### src/pkg/mpt_pkg.sv
package mpt_pkg;
   // bus geometry
   localparam int ADDR_W = 8;
   localparam int DATA_W = 32;
   localparam int NUM_MATCH = 7;
   localparam int NUM_OUT = 6;
   localparam int NUM_CAP = 2;

   // register byte offsets
   localparam logic [7:0] OFS_CTRL = 8'h00;
   localparam logic [7:0] OFS_COUNT = 8'h04;
   localparam logic [7:0] OFS_PRESCALE = 8'h08;
   localparam logic [7:0] OFS_PS_COUNT = 8'h0c;
   localparam logic [7:0] OFS_CNT_MODE = 8'h10;
   localparam logic [7:0] OFS_MATCH_CTRL = 8'h14;
   localparam logic [7:0] OFS_RELEASE = 8'h18;
   localparam logic [7:0] OFS_OUT_CTRL = 8'h1c;
   localparam logic [7:0] OFS_MATCH_BASE = 8'h20;
   localparam logic [7:0] OFS_IRQ_STATUS = 8'h40;
   localparam logic [7:0] OFS_IRQ_CLEAR = 8'h44;
   localparam logic [7:0] OFS_IRQ_ENABLE = 8'h48;

   // control register fields
   localparam int CTRL_RUN_BIT = 0;
   localparam int CTRL_RESET_BIT = 1;
   localparam int CTRL_PWM_BIT = 3;
   localparam int CTRL_W = 4;

   // count mode fields: bits 1:0 source edge, bit 2 capture input select
   localparam int CMODE_SEL_BIT = 2;
   localparam int CMODE_W = 3;
   localparam logic [1:0] MODE_TIMER = 2'h0;
   localparam logic [1:0] MODE_RISE = 2'h1;
   localparam logic [1:0] MODE_FALL = 2'h2;
   localparam logic [1:0] MODE_BOTH = 2'h3;

   // match action fields, three bits per match slot
   localparam int MCTL_INT_OFS = 0;
   localparam int MCTL_RESET_OFS = 1;
   localparam int MCTL_STOP_OFS = 2;
   localparam int MCTL_STRIDE = 3;

   // output control fields
   localparam int OUT_DBL_LSB = 0;
   localparam int OUT_EN_LSB = 8;
   localparam int OUT_CTRL_W = 14;

   // reset values
   localparam logic [DATA_W-1:0] WORD_RST = 32'h0000_0000;
   localparam logic [CTRL_W-1:0] CTRL_RST = 4'h0;
   localparam logic [CMODE_W-1:0] CMODE_RST = 3'h0;
   localparam logic [OUT_CTRL_W-1:0] OUT_CTRL_RST = 14'h0000;
endpackage

### src/design/mpt_sync.sv
`timescale 1ns/1ps
// three-stage synchroniser with agreement filter and edge pulses
module mpt_sync #(
   parameter int W = 2
) (
   input wire logic ref_clk,
   input wire logic resetn,
   input wire logic [W-1:0] async_in,
   output logic [W-1:0] rise,
   output logic [W-1:0] fall
);
   logic [W-1:0] s1_reg;
   logic [W-1:0] s2_reg;
   logic [W-1:0] s3_reg;
   logic [W-1:0] lvl_reg;
   logic [W-1:0] lvl_next;
   logic [W-1:0] agree;

   // s1 feeds only s2, never any logic
   always_ff @(posedge ref_clk or negedge resetn)
   begin
      if (!resetn)
      begin
         s1_reg <= '0;
         s2_reg <= '0;
         s3_reg <= '0;
      end
      else
      begin
         s1_reg <= async_in;
         s2_reg <= s1_reg;
         s3_reg <= s2_reg;
      end
   end

   // a change counts only once stages two and three agree
   assign agree = ~(s2_reg ^ s3_reg);
   assign lvl_next = (s3_reg & agree) | (lvl_reg & ~agree);

   always_ff @(posedge ref_clk or negedge resetn)
   begin
      if (!resetn)
      begin
         lvl_reg <= '0;
         rise <= '0;
         fall <= '0;
      end
      else
      begin
         lvl_reg <= lvl_next;
         rise <= lvl_next & ~lvl_reg;
         fall <= ~lvl_next & lvl_reg;
      end
   end
endmodule // mpt_sync

### src/design/mpt_pwm.sv
// The placing of the registers and the strobed register port were decided locally.
`timescale 1ns/1ps
// Function
// - seven match slots, six pwm outputs
// - match may continue, stop, reset, interrupt
// - count clock or selected capture edges
// - single-edge outputs rise each cycle start
// - double-edge rise and fall anywhere
// - any width, one shared period
// - pwm-mode match values need software release first
// - plain prescaled timer without pwm mode
// - slot zero resets count, sets period
// - double-edge uses two slots each
module mpt_pwm (
   input wire logic ref_clk,
   input wire logic resetn,
   input wire logic [7:0] addr,
   input wire logic [31:0] wr_data,
   input wire logic wr_strobe,
   input wire logic rd_strobe,
   output logic [31:0] rd_data,
   input wire logic [1:0] cap_in,
   output logic [5:0] pwm_out,
   output logic irq
);
   localparam int NM = mpt_pkg::NUM_MATCH;
   localparam int NO = mpt_pkg::NUM_OUT;
   logic [mpt_pkg::CTRL_W-1:0] ctrl_reg;
   logic [mpt_pkg::CTRL_W-1:0] ctrl_next;
   logic [31:0] prescale_reg;
   logic [31:0] ps_cnt_reg;
   logic [31:0] tc_reg;
   logic [mpt_pkg::CMODE_W-1:0] cmode_reg;
   logic [NM*mpt_pkg::MCTL_STRIDE-1:0] mctl_reg;
   logic [NM-1:0] release_reg;
   logic [mpt_pkg::OUT_CTRL_W-1:0] out_ctrl_reg;
   logic [31:0] shadow_reg [NM];
   logic [31:0] active_reg [NM];
   logic [NM-1:0] irq_status_reg;
   logic [NM-1:0] irq_en_reg;
   logic [NO-1:0] pwm_reg;
   logic irq_reg;
   logic [31:0] rd_data_reg;
   logic [31:0] rd_next;
   logic [mpt_pkg::NUM_CAP-1:0] cap_rise;
   logic [mpt_pkg::NUM_CAP-1:0] cap_fall;
   logic src_edge;
   logic tick;
   logic running;
   logic pwm_mode;
   logic cnt_tick;
   logic [NM-1:0] match_hit;
   logic [NM-1:0] int_bits;
   logic [NM-1:0] reset_bits;
   logic [NM-1:0] stop_bits;
   logic reset_any;
   logic stop_any;
   logic boundary;
   logic [7:0] match_ofs;
   logic match_sel;
   logic [2:0] match_idx;

   assign rd_data = rd_data_reg;
   assign pwm_out = pwm_reg;
   assign irq = irq_reg;

   // capture pins arrive from outside the clock domain
   mpt_sync #(.W(mpt_pkg::NUM_CAP)) u_cap_sync (
      .ref_clk(ref_clk),
      .resetn(resetn),
      .async_in(cap_in),
      .rise(cap_rise),
      .fall(cap_fall)
   );

   // count source: clock in timer mode, else chosen capture edge
   always_comb
   begin
      case (cmode_reg[1:0])
         mpt_pkg::MODE_RISE: src_edge = cap_rise[cmode_reg[mpt_pkg::CMODE_SEL_BIT]];
         mpt_pkg::MODE_FALL: src_edge = cap_fall[cmode_reg[mpt_pkg::CMODE_SEL_BIT]];
         mpt_pkg::MODE_BOTH: src_edge = cap_rise[cmode_reg[mpt_pkg::CMODE_SEL_BIT]]
                                       | cap_fall[cmode_reg[mpt_pkg::CMODE_SEL_BIT]];
         default: src_edge = 1'b0;
      endcase
   end
   assign tick = (cmode_reg[1:0] == mpt_pkg::MODE_TIMER) | src_edge;
   assign running = ctrl_reg[mpt_pkg::CTRL_RUN_BIT] & ~ctrl_reg[mpt_pkg::CTRL_RESET_BIT];
   assign pwm_mode = ctrl_reg[mpt_pkg::CTRL_PWM_BIT];
   assign cnt_tick = running & tick & (ps_cnt_reg == prescale_reg);

   // per-slot compare and action decode
   genvar gi;
   generate
      for (gi = 0; gi < NM; gi++)
      begin : g_match
         assign match_hit[gi] = cnt_tick & (tc_reg == active_reg[gi]);
         assign int_bits[gi] = mctl_reg[gi*mpt_pkg::MCTL_STRIDE + mpt_pkg::MCTL_INT_OFS];
         assign reset_bits[gi] = mctl_reg[gi*mpt_pkg::MCTL_STRIDE + mpt_pkg::MCTL_RESET_OFS];
         assign stop_bits[gi] = mctl_reg[gi*mpt_pkg::MCTL_STRIDE + mpt_pkg::MCTL_STOP_OFS];
      end
   endgenerate

   // in pwm mode slot zero always closes the period
   assign boundary = match_hit[0] & pwm_mode;
   assign reset_any = |(match_hit & reset_bits) | boundary;
   assign stop_any = |(match_hit & stop_bits);

   // match window decode, one aligned word per slot
   assign match_ofs = addr - mpt_pkg::OFS_MATCH_BASE;
   assign match_sel = (match_ofs[1:0] == 2'h0) && (match_ofs[7:2] < 6'(NM));
   assign match_idx = match_ofs[4:2];

   // control: a stop match beats a same-cycle software write
   always_comb
   begin
      ctrl_next = ctrl_reg;
      if (wr_strobe && addr == mpt_pkg::OFS_CTRL)
         ctrl_next = wr_data[mpt_pkg::CTRL_W-1:0];
      if (stop_any)
         ctrl_next[mpt_pkg::CTRL_RUN_BIT] = 1'b0;
   end

   always_ff @(posedge ref_clk or negedge resetn)
   begin
      if (!resetn)
         ctrl_reg <= mpt_pkg::CTRL_RST;
      else
         ctrl_reg <= ctrl_next;
   end

   // static configuration registers
   always_ff @(posedge ref_clk or negedge resetn)
   begin
      if (!resetn)
      begin
         prescale_reg <= mpt_pkg::WORD_RST;
         cmode_reg <= mpt_pkg::CMODE_RST;
         mctl_reg <= '0;
         out_ctrl_reg <= mpt_pkg::OUT_CTRL_RST;
         irq_en_reg <= '0;
      end
      else if (wr_strobe)
      begin
         if (addr == mpt_pkg::OFS_PRESCALE)
            prescale_reg <= wr_data;
         if (addr == mpt_pkg::OFS_CNT_MODE)
            cmode_reg <= wr_data[mpt_pkg::CMODE_W-1:0];
         if (addr == mpt_pkg::OFS_MATCH_CTRL)
            mctl_reg <= wr_data[NM*mpt_pkg::MCTL_STRIDE-1:0];
         if (addr == mpt_pkg::OFS_OUT_CTRL)
            out_ctrl_reg <= wr_data[mpt_pkg::OUT_CTRL_W-1:0];
         if (addr == mpt_pkg::OFS_IRQ_ENABLE)
            irq_en_reg <= wr_data[NM-1:0];
      end
   end

   // prescaler and main count; the 32-bit pair is the plain timer
   always_ff @(posedge ref_clk or negedge resetn)
   begin
      if (!resetn)
      begin
         ps_cnt_reg <= mpt_pkg::WORD_RST;
         tc_reg <= mpt_pkg::WORD_RST;
      end
      else if (ctrl_reg[mpt_pkg::CTRL_RESET_BIT])
      begin
         ps_cnt_reg <= mpt_pkg::WORD_RST;
         tc_reg <= mpt_pkg::WORD_RST;
      end
      else if (wr_strobe && addr == mpt_pkg::OFS_COUNT)
      begin
         ps_cnt_reg <= mpt_pkg::WORD_RST;
         tc_reg <= wr_data;
      end
      else if (running && tick)
      begin
         if (cnt_tick)
         begin
            ps_cnt_reg <= mpt_pkg::WORD_RST;
            tc_reg <= reset_any ? mpt_pkg::WORD_RST : tc_reg + 32'h1;
         end
         else
            ps_cnt_reg <= ps_cnt_reg + 32'h1;
      end
   end

   // release flags emptied at the boundary; a same-cycle write keeps its late bit
   always_ff @(posedge ref_clk or negedge resetn)
   begin
      if (!resetn)
         release_reg <= '0;
      else if (wr_strobe && addr == mpt_pkg::OFS_RELEASE)
         release_reg <= (boundary ? '0 : release_reg) | wr_data[NM-1:0];
      else if (boundary)
         release_reg <= '0;
   end

   // shadow and active compare values per slot
   generate
      for (gi = 0; gi < NM; gi++)
      begin : g_slot
         always_ff @(posedge ref_clk or negedge resetn)
         begin
            if (!resetn)
            begin
               shadow_reg[gi] <= mpt_pkg::WORD_RST;
               active_reg[gi] <= mpt_pkg::WORD_RST;
            end
            else
            begin
               if (wr_strobe && match_sel && match_idx == 3'(gi))
                  shadow_reg[gi] <= wr_data;
               // timer mode writes through; pwm mode waits for release
               if (!pwm_mode && wr_strobe && match_sel && match_idx == 3'(gi))
                  active_reg[gi] <= wr_data;
               else if (boundary && release_reg[gi])
                  active_reg[gi] <= shadow_reg[gi];
            end
         end
      end
   endgenerate

   // outputs: set and clear edges per output, clear wins on a tie
   generate
      for (gi = 0; gi < NO; gi++)
      begin : g_out
         logic dbl;
         logic set_ev;
         logic clr_ev;
         // output one has no lower slot to pair with
         assign dbl = (gi > 0) && out_ctrl_reg[mpt_pkg::OUT_DBL_LSB + gi];
         assign set_ev = dbl ? match_hit[gi] : match_hit[0];
         assign clr_ev = match_hit[gi+1];
         always_ff @(posedge ref_clk or negedge resetn)
         begin
            if (!resetn)
               pwm_reg[gi] <= 1'b0;
            else if (!pwm_mode || !out_ctrl_reg[mpt_pkg::OUT_EN_LSB + gi])
               pwm_reg[gi] <= 1'b0;
            else if (clr_ev)
               pwm_reg[gi] <= 1'b0;
            else if (set_ev)
               pwm_reg[gi] <= 1'b1;
         end
      end
   endgenerate

   // sticky match status, set beats clear
   always_ff @(posedge ref_clk or negedge resetn)
   begin
      if (!resetn)
      begin
         irq_status_reg <= '0;
         irq_reg <= 1'b0;
      end
      else
      begin
         if (wr_strobe && addr == mpt_pkg::OFS_IRQ_CLEAR)
            irq_status_reg <= (irq_status_reg & ~wr_data[NM-1:0]) | (match_hit & int_bits);
         else
            irq_status_reg <= irq_status_reg | (match_hit & int_bits);
         irq_reg <= |(irq_status_reg & irq_en_reg);
      end
   end

   // read mux, unmapped and write-only offsets read zero
   always_comb
   begin
      rd_next = 32'h0000_0000;
      case (addr)
         mpt_pkg::OFS_CTRL: rd_next = 32'(ctrl_reg);
         mpt_pkg::OFS_COUNT: rd_next = tc_reg;
         mpt_pkg::OFS_PRESCALE: rd_next = prescale_reg;
         mpt_pkg::OFS_PS_COUNT: rd_next = ps_cnt_reg;
         mpt_pkg::OFS_CNT_MODE: rd_next = 32'(cmode_reg);
         mpt_pkg::OFS_MATCH_CTRL: rd_next = 32'(mctl_reg);
         mpt_pkg::OFS_RELEASE: rd_next = 32'(release_reg);
         mpt_pkg::OFS_OUT_CTRL: rd_next = 32'(out_ctrl_reg);
         mpt_pkg::OFS_IRQ_STATUS: rd_next = 32'(irq_status_reg);
         mpt_pkg::OFS_IRQ_ENABLE: rd_next = 32'(irq_en_reg);
         default: rd_next = match_sel ? shadow_reg[match_idx] : 32'h0000_0000;
      endcase
   end

   // data valid only in the cycle after the strobe
   always_ff @(posedge ref_clk or negedge resetn)
   begin
      if (!resetn)
         rd_data_reg <= 32'h0000_0000;
      else
         rd_data_reg <= rd_strobe ? rd_next : 32'h0000_0000;
   end
endmodule // mpt_pwm

### config.mk
export PLATFORM = sky130hd
export DESIGN_NAME = mpt_pwm
export DESIGN_NICKNAME = d
export VERILOG_FILES = /design/src/pkg/mpt_pkg.sv /design/src/design/mpt_sync.sv /design/src/design/mpt_pwm.sv
export SDC_FILE = /design/constraint.sdc
export NUM_CORES = 2
export LEC_CHECK = 0
export ABC_CLOCK_PERIOD_IN_PS = 8700
export BUFFER_PORTS_ARGS = -buffer_cell sky130_fd_sc_hd__buf_2
export CAP_MARGIN = 20
export CORE_UTILIZATION = 40
export CTS_CLUSTER_SIZE = 12
export DETAILED_ROUTE_END_ITERATION = 12
export GPL_ROUTABILITY_DRIVEN = 0
export GPL_TIMING_DRIVEN = 0
export PLACE_DENSITY = 0.59
export REMOVE_ABC_BUFFERS = 1
export SLEW_MARGIN = 40
export SYNTH_ARGS = -nofsm -noshare
export SYNTH_HDL_FRONTEND = slang
export SYNTH_HIERARCHICAL = 1
export SYNTH_SLANG_ARGS = --single-unit
### constraint.sdc
create_clock -name ref_clk -period 8.7 [get_ports ref_clk]
set_clock_uncertainty 0.15 [all_clocks]
set_input_delay 0.87 -clock ref_clk [delete_from_list [all_inputs] [get_ports ref_clk]]
set_output_delay 0.87 -clock ref_clk [all_outputs]
set_load 0.02 [all_outputs]
After elaboration in Yosys (flattened, before gate mapping)
Index checks and enable logic that the tools add are counted.
{"block": "classes", "add_sub_neg": 3, "order_cmp": 3, "eq_ne": 27, "n_mux": 62, "bitwise_logic": 35, "n_reduce_logical": 72}
{"cell": "two-way mux 32 bit", "n": 27}
{"cell": "case mux 32 bit (10 select lines)", "n": 1}
{"cell": "== test 32 bit", "n": 8}
{"cell": "binary-select mux 32 bit (select 3 bit)", "n": 1}
{"cell": "adder 32 x 1 -> 32 bit (second input constant)", "n": 2}
{"cell": "bitwise AND 7 bit", "n": 5}
{"cell": "== test 8 x 5 -> 1 bit (second input constant)", "n": 4}
{"cell": "logical AND 1 bit", "n": 30}
{"cell": "two-way mux 1 bit", "n": 29}
{"cell": "== test 8 x 7 -> 1 bit (second input constant)", "n": 3}
{"cell": "nonzero test 3 bit", "n": 8}
{"cell": "two-way mux 7 bit", "n": 3}
{"cell": "OR 7 bit", "n": 3}
{"cell": "OR reduction 7 bit", "n": 3}
{"cell": "== test 8 x 4 -> 1 bit (second input constant)", "n": 2}
{"cell": "nonzero test 2 bit", "n": 8}
{"cell": "AND reduction 2 bit", "n": 6}
{"cell": "bitwise AND 1 bit", "n": 11}
{"cell": "== test 3 bit (second input constant)", "n": 3}
{"cell": "bitwise AND 2 bit", "n": 4}
{"cell": "== test 8 x 3 -> 1 bit (second input constant)", "n": 1}
{"cell": "zero test 8 bit", "n": 1}
{"cell": "NOT 2 bit", "n": 4}
{"cell": "subtractor 8 x 6 -> 8 bit (second input constant)", "n": 1}
{"cell": "other kinds (18)", "n": 34}
{"block": "word_totals", "regBits": 658, "inputBits": 46, "output_inout_bits": 39, "wordCells": 241}

Depth between registers and ports, before layout
{"block": "depth", "ltp_word": 16, "depth_mapped": 12, "mapped_depth_nobuf": 10}

By module
Netlist, hierarchy kept.
{"module": "mpt_pwm", "n_inst": 1, "cells_per_inst": 3016, "area_per_inst_um2": 32392.3, "seq_area_each_um2": 16165.5}
{"module": "mpt_sync", "n_inst": 1, "cells_per_inst": 18, "area_per_inst_um2": 356.6, "seq_area_each_um2": 300.3}

Worst setup path after synthesis
OpenSTA, ideal clock, no wires.
{"block": "synth_timing", "path_type": "in2reg", "start": "in addr[2]", "end": "reg ps_cnt_reg[31]", "setup_ns": 0.077, "t_arrival_ns": 3.026, "t_required_ns": 8.473, "path_slack_ns": 5.447, "stages": 10, "n_path_buf": 3, "path_cell_list": "clkbuf_1 > nor2b_1 > clkbuf_1 > nand4_1 > nand2b_1 > o2111a_1 > clkbuf_1 > nand3b_1 > or3_1 > a21oi_1"}
{"block": "synth_via", "elab_chain_len": 4, "word_cells_on_any_way": 5, "cone_classes": "eq/ne: 1; mux: 2; reduce/logical: 2"}
{"item": "start, declared", "line": "mpt_pwm.sv:17", "rtl": "input wire logic [7:0] addr,"}
{"item": "== test 8 x 3 -> 1 bit (*)", "line": "mpt_pwm.sv:171", "rtl": "else if (wr_strobe && addr == mpt_pkg::OFS_COUNT)"}
{"item": "logical AND 1 bit (*)", "line": "mpt_pwm.sv:171"}
{"item": "two-way mux 32 bit", "line": "mpt_pwm.sv:171"}
{"item": "two-way mux 32 bit", "line": "mpt_pwm.sv:166", "rtl": "else if (ctrl_reg[mpt_pkg::CTRL_RESET_BIT])"}
{"item": "end signal, assigned", "line": "mpt_pwm.sv:163", "rtl": "ps_cnt_reg <= mpt_pkg::WORD_RST;"}
{"item": "end signal, assigned", "line": "mpt_pwm.sv:168", "rtl": "ps_cnt_reg <= mpt_pkg::WORD_RST;"}
{"item": "end signal, assigned", "line": "mpt_pwm.sv:173", "rtl": "ps_cnt_reg <= mpt_pkg::WORD_RST;"}
{"item": "end, declared", "line": "mpt_pwm.sv:31", "rtl": "logic [31:0] ps_cnt_reg;"}
Every way passes the cells marked *; elsewhere a longest branch is shown, timed or not.
A chain may end at the register's enable or synchronous reset.

Final worst setup path
{"block": "layout_timing", "start": "reg cmode_reg[2] in the netlist's numbering", "end": "reg active_reg[137] in the netlist's numbering"}
{"block": "layout_via", "elab_chain_len": 11, "word_cells_on_any_way": 13, "cone_classes": "mux: 5; bitwise: 6; reduce/logical: 2"}
{"item": "start, declared", "line": "mpt_pwm.sv:33", "rtl": "logic [mpt_pkg::CMODE_W-1:0] cmode_reg;"}
{"item": "start signal, assigned", "line": "mpt_pwm.sv:138", "rtl": "cmode_reg <= mpt_pkg::CMODE_RST;"}
{"item": "start signal, assigned", "line": "mpt_pwm.sv:148", "rtl": "cmode_reg <= wr_data[mpt_pkg::CMODE_W-1:0];"}
{"item": "two-way mux 1 bit (on tied branches) (2 in series)"}
{"item": "OR 1 bit", "line": "mpt_pwm.sv:83", "rtl": "| cap_fall[cmode_reg[mpt_pkg::CMODE_SEL_BIT]];"}
{"item": "case mux 1 bit (3 select lines) (*)", "line": "mpt_pwm.sv:79", "rtl": "case (cmode_reg[1:0])"}
{"item": "OR 1 bit (*)", "line": "mpt_pwm.sv:87", "rtl": "assign tick = (cmode_reg[1:0] == mpt_pkg::MODE_TIMER) | src_edge;"}
{"item": "bitwise AND 1 bit (*) (2 in series)", "line": "mpt_pwm.sv:90", "rtl": "assign cnt_tick = running & tick & (ps_cnt_reg == prescale_reg);"}
{"item": "bitwise AND 1 bit (*)", "line": "mpt_pwm.sv:97", "rtl": "assign match_hit[gi] = cnt_tick & (tc_reg == active_reg[gi]);"}
{"item": "bitwise AND 1 bit (*)", "line": "mpt_pwm.sv:105", "rtl": "assign boundary = match_hit[0] & pwm_mode;"}
{"item": "logical AND 1 bit (*)", "line": "mpt_pwm.sv:217", "rtl": "else if (boundary && release_reg[gi])"}
{"item": "nonzero test 2 bit (no line) (*)"}
{"item": "end signal, assigned by index", "line": "mpt_pwm.sv:208", "rtl": "active_reg[gi] <= mpt_pkg::WORD_RST;"}
{"item": "end signal, assigned by index", "line": "mpt_pwm.sv:216", "rtl": "active_reg[gi] <= wr_data;"}
{"item": "end signal, assigned by index", "line": "mpt_pwm.sv:218", "rtl": "active_reg[gi] <= shadow_reg[gi];"}
{"item": "end, declared", "line": "mpt_pwm.sv:38", "rtl": "logic [31:0] active_reg [NM];"}
Every way passes the cells marked *; elsewhere a longest branch is shown, timed or not. The select of a mux whose other input is x is not followed.

==> results.yml <==
cts:
  cts-htree-levels: 3
  cts_hold_buf: 0
  clk_pin_slew_ns: 0.06
  cts_buffer_depth: 3
  post_cts_resized: 0
  clock_latency_ns: 0.64
  clock_sinks: 658
  cts_tree: "done"
  cts_root_buf: "clkbuf_16"
  numCtsBuffers: 75
  cts_setup_buffers: 0
yosys:
  ys_async_sr_fraction_pct: 100
  ys_ff_latch: 658
  synth_xor_area_share_pct: 7.59
  ys_warn_count: 6
  ys.flop_type: "dfrtp_1"
  synthSimpleGateAreaFrac_pct: 11.4
  synth-compound-area-share_pct: 11.2
  synth_edf_count: 0
  syn_inst: 3034
  ys_seq_area_share_pct: 50.3
  yosysUniqueCellTypes: 64
  syn_avg_cell_area_um2: 10.8
  synthMuxAreaShare_pct: 16.0
  synth_top_family_by_area: "multiplexers"
  yosys.area_share.adder_pct: 0.183
  syn_area_mm2: 0.0327
floorplanning:
  die-width_um: 288
  rows: 104
  core-area_mm2: 0.0808
  die_height_um: 288
  start_util_pct: 40.5
  dieArea_mm2: 0.0830
  io_pins: 85
drt:
  dr.pass1.iters: 12
  wl_per_cell_um: 27.5
  vias: 25300
  drtIter0Drc: 3027
  wl_mm: 114
  avgViaCountPerCell: 6.10
  drtAntennaViolNets: 0
  drc_errors: 10
global_route:
  antenna_found_initial: 5
  grt_pass1_wl_mm: 169
  grt_usage_pct: 27.6
  grt_start_max_net_pins: 107
  grt_overflow: 0
  grt_pass1_vias: 25400
pwr:
  p_leak_nw: 17.2
  power_mw: 7.68
  max-vdd-ir-drop_v: 0.000141
  p_per_area_mw_per_mm2: 206
critical_path:
  worst_ep_arrival_time_ns: 5.06
  reg2reg_depth: 10
  worstSetupPathType: "reg2reg"
  crit_path_max_fanout: 14
  reg2reg_from: "cmode_reg[2]$_DFFE_PN0P_"
  start_kind: "register"
  crit_path_end_kind: "register"
  reg2reg_slack_ns: 3.99
  r2r_end: "active_reg[137]$_DFFE_PN0P_"
  cp.required_ns: 9.06
place:
  dp_hpwl_mm: 82.4
  place_area_mm2: 0.0347
  place_worst_setup_slack_ns: 4.00
  port_buffers: 84
status:
  violations: "DRC"
  status: "finished with violations"
worst_hold_path:
  worstHoldPathType: "in2async"
sta:
  setup_violations: 0
  period_share_pct: 54.1
  worst_slack_ns: 3.99
  slew_headroom_pct: 38.6
  tightestPinTransition_ns: 0.920
  timing.fmax_mhz: 213
  rsz0062_at_grt: "no"
  fin_crit_ns: 4.71
  hold_viol: 0
  slew_violations: 0
finish:
  drive_above_1_share_pct: 21.3
  multiInputGateArea_mm2: 0.0155
  area_growth_pct: 13.8
  fin_area_mm2: 0.0373
  final_nets: 3071
  post-route-util_pct: 46.1
  fill_cells: 7301
  seq_area_mm2: 0.0165
run:
  drv_cap: 0
power breakdown:
| group | leakage (nW) | internal [mW] | total (mW) | switching (mW) |
|---|---|---|---|---|
| Combinational | 7.39 | 0.344 | 0.861 | 0.517 |
| Clock | 1.26 | 1.93 | 3.27 | 1.34 |
| Sequential | 8.55 | 3.25 | 3.54 | 0.299 |
layer usage:
metal	track usage [%]	vias up	routed length, µm
met4	14.6	4	6660
met5	0	-	22
li1	-	10900	-
met2	42.7	1213	51700
met3	5.44	302	9440
met1	36.6	12800	46000
layout by cell type, fill, tap and decap left out, types with 6 or more instances in the layout:
cell type and count:
a21oi_1 116, a221o_1 18, a222oi_1 32, a22o_1 12
a22oi_1 72, a31oi_1 25, a32oi_1 8, and2_1 22
and3_1 28, buf_12 8, buf_16 11, buf_2 101
buf_4 28, buf_8 8, clkbuf_1 18, clkbuf_16 75
clkbuf_8 21, clkinv_2 9, dfrtp_1 652, dfrtp_2 6
inv_1 25, mux2_2 284, mux2i_1 132, mux4_2 32
nand2_1 219, nand3_1 42, nand4_1 59, nor2_1 300
nor2_4 6, nor3_1 20, nor4_1 41, nor4_2 6
o211ai_1 67, o21ai_0 84, o22ai_1 81, or3_1 13
xnor2_1 126, xor2_1 156
cells in the mapped netlist (29+ instances only):
master	instances	area (µm²)
nor2_1	306	1150
nand4_1	59	369
mux2i_1	132	1320
nand3_1	44	220
o22ai_1	81	507
o21ai_0	84	420
a22oi_1	72	541
clkbuf_1	193	724
and3_1	29	181
mux2_2	284	3200
buf_1	33	124
nand2_1	226	848
dfrtp_1	658	16500
a21oi_1	118	591
mux4_2	32	721
o211ai_1	67	503
xor2_1	156	1370
nor4_1	48	300
a222oi_1	32	320
xnor2_1	126	1100
kinds of logic (layout without fill, tap and decap cells):
| kind of cell | Yosys count | count (layout) |
|---|---|---|
| simple gates | 815 | 815 |
| flops | 658 | 658 |
| xor+xnor | 283 | 283 |
| fa+ha+maj | 5 | 5 |
| compound gates | 548 | 548 |
| mux | 448 | 448 |
| buf+inv | 277 | 324 |
| other cells | 0 | 2 |
stage by stage:
stage,hold WS (ns),setup TNS (ns),cells
after global routing,0.0516,0,4142
final,0.0315,0,4143
after CTS,0.0387,0,4141
after global placement,0.189,-5159.22,3928
after floorplan,0.181,0,2784
after detailed placement,0.190,0,4005
layout make-up:
class                           count  share of cell area, %
Inverter                           27                  0.272
Multi-Input combinational cell   2099                   41.5
Clock inverter                     22                  0.849
Timing Repair Buffer              161                   3.64
Sequential cell                   658                   44.2
Clock buffer                      114                   5.99
Antenna cell                        2                 0.0134
Tap cell                         1060                   3.56
worst max-delay path, cell delays in order (launching register included):
cell and delay (ns):
dfrtp_1 0.47, mux2i_1 0.16, a211oi_1 0.72, nor2_1 0.32, or4_2 1.03, nor3_4 0.57
buf_6 0.24, buf_6 0.16, buf_6 0.18, a21oi_4 0.17, a221o_1 0.37
worst max-delay path by stage:
stage                                        endpoint                startpoint  slack [ns]
after floorplan           active_reg[100]$_DFFE_PN0P_                   addr[5]        1.04
after global placement    active_reg[108]$_DFFE_PN0P_                   addr[3]       -8.27
after detailed placement  active_reg[193]$_DFFE_PN0P_    tc_reg[29]$_DFFE_PN0P_        4.00
after CTS                 active_reg[137]$_DFFE_PN0P_  cmode_reg[2]$_DFFE_PN0P_        3.96
after global routing      active_reg[196]$_DFFE_PN0P_    tc_reg[28]$_DFFE_PN0P_        3.95
final                     active_reg[137]$_DFFE_PN0P_  cmode_reg[2]$_DFFE_PN0P_        3.99
No activity file was read; power rests on OpenSTA's default activity.
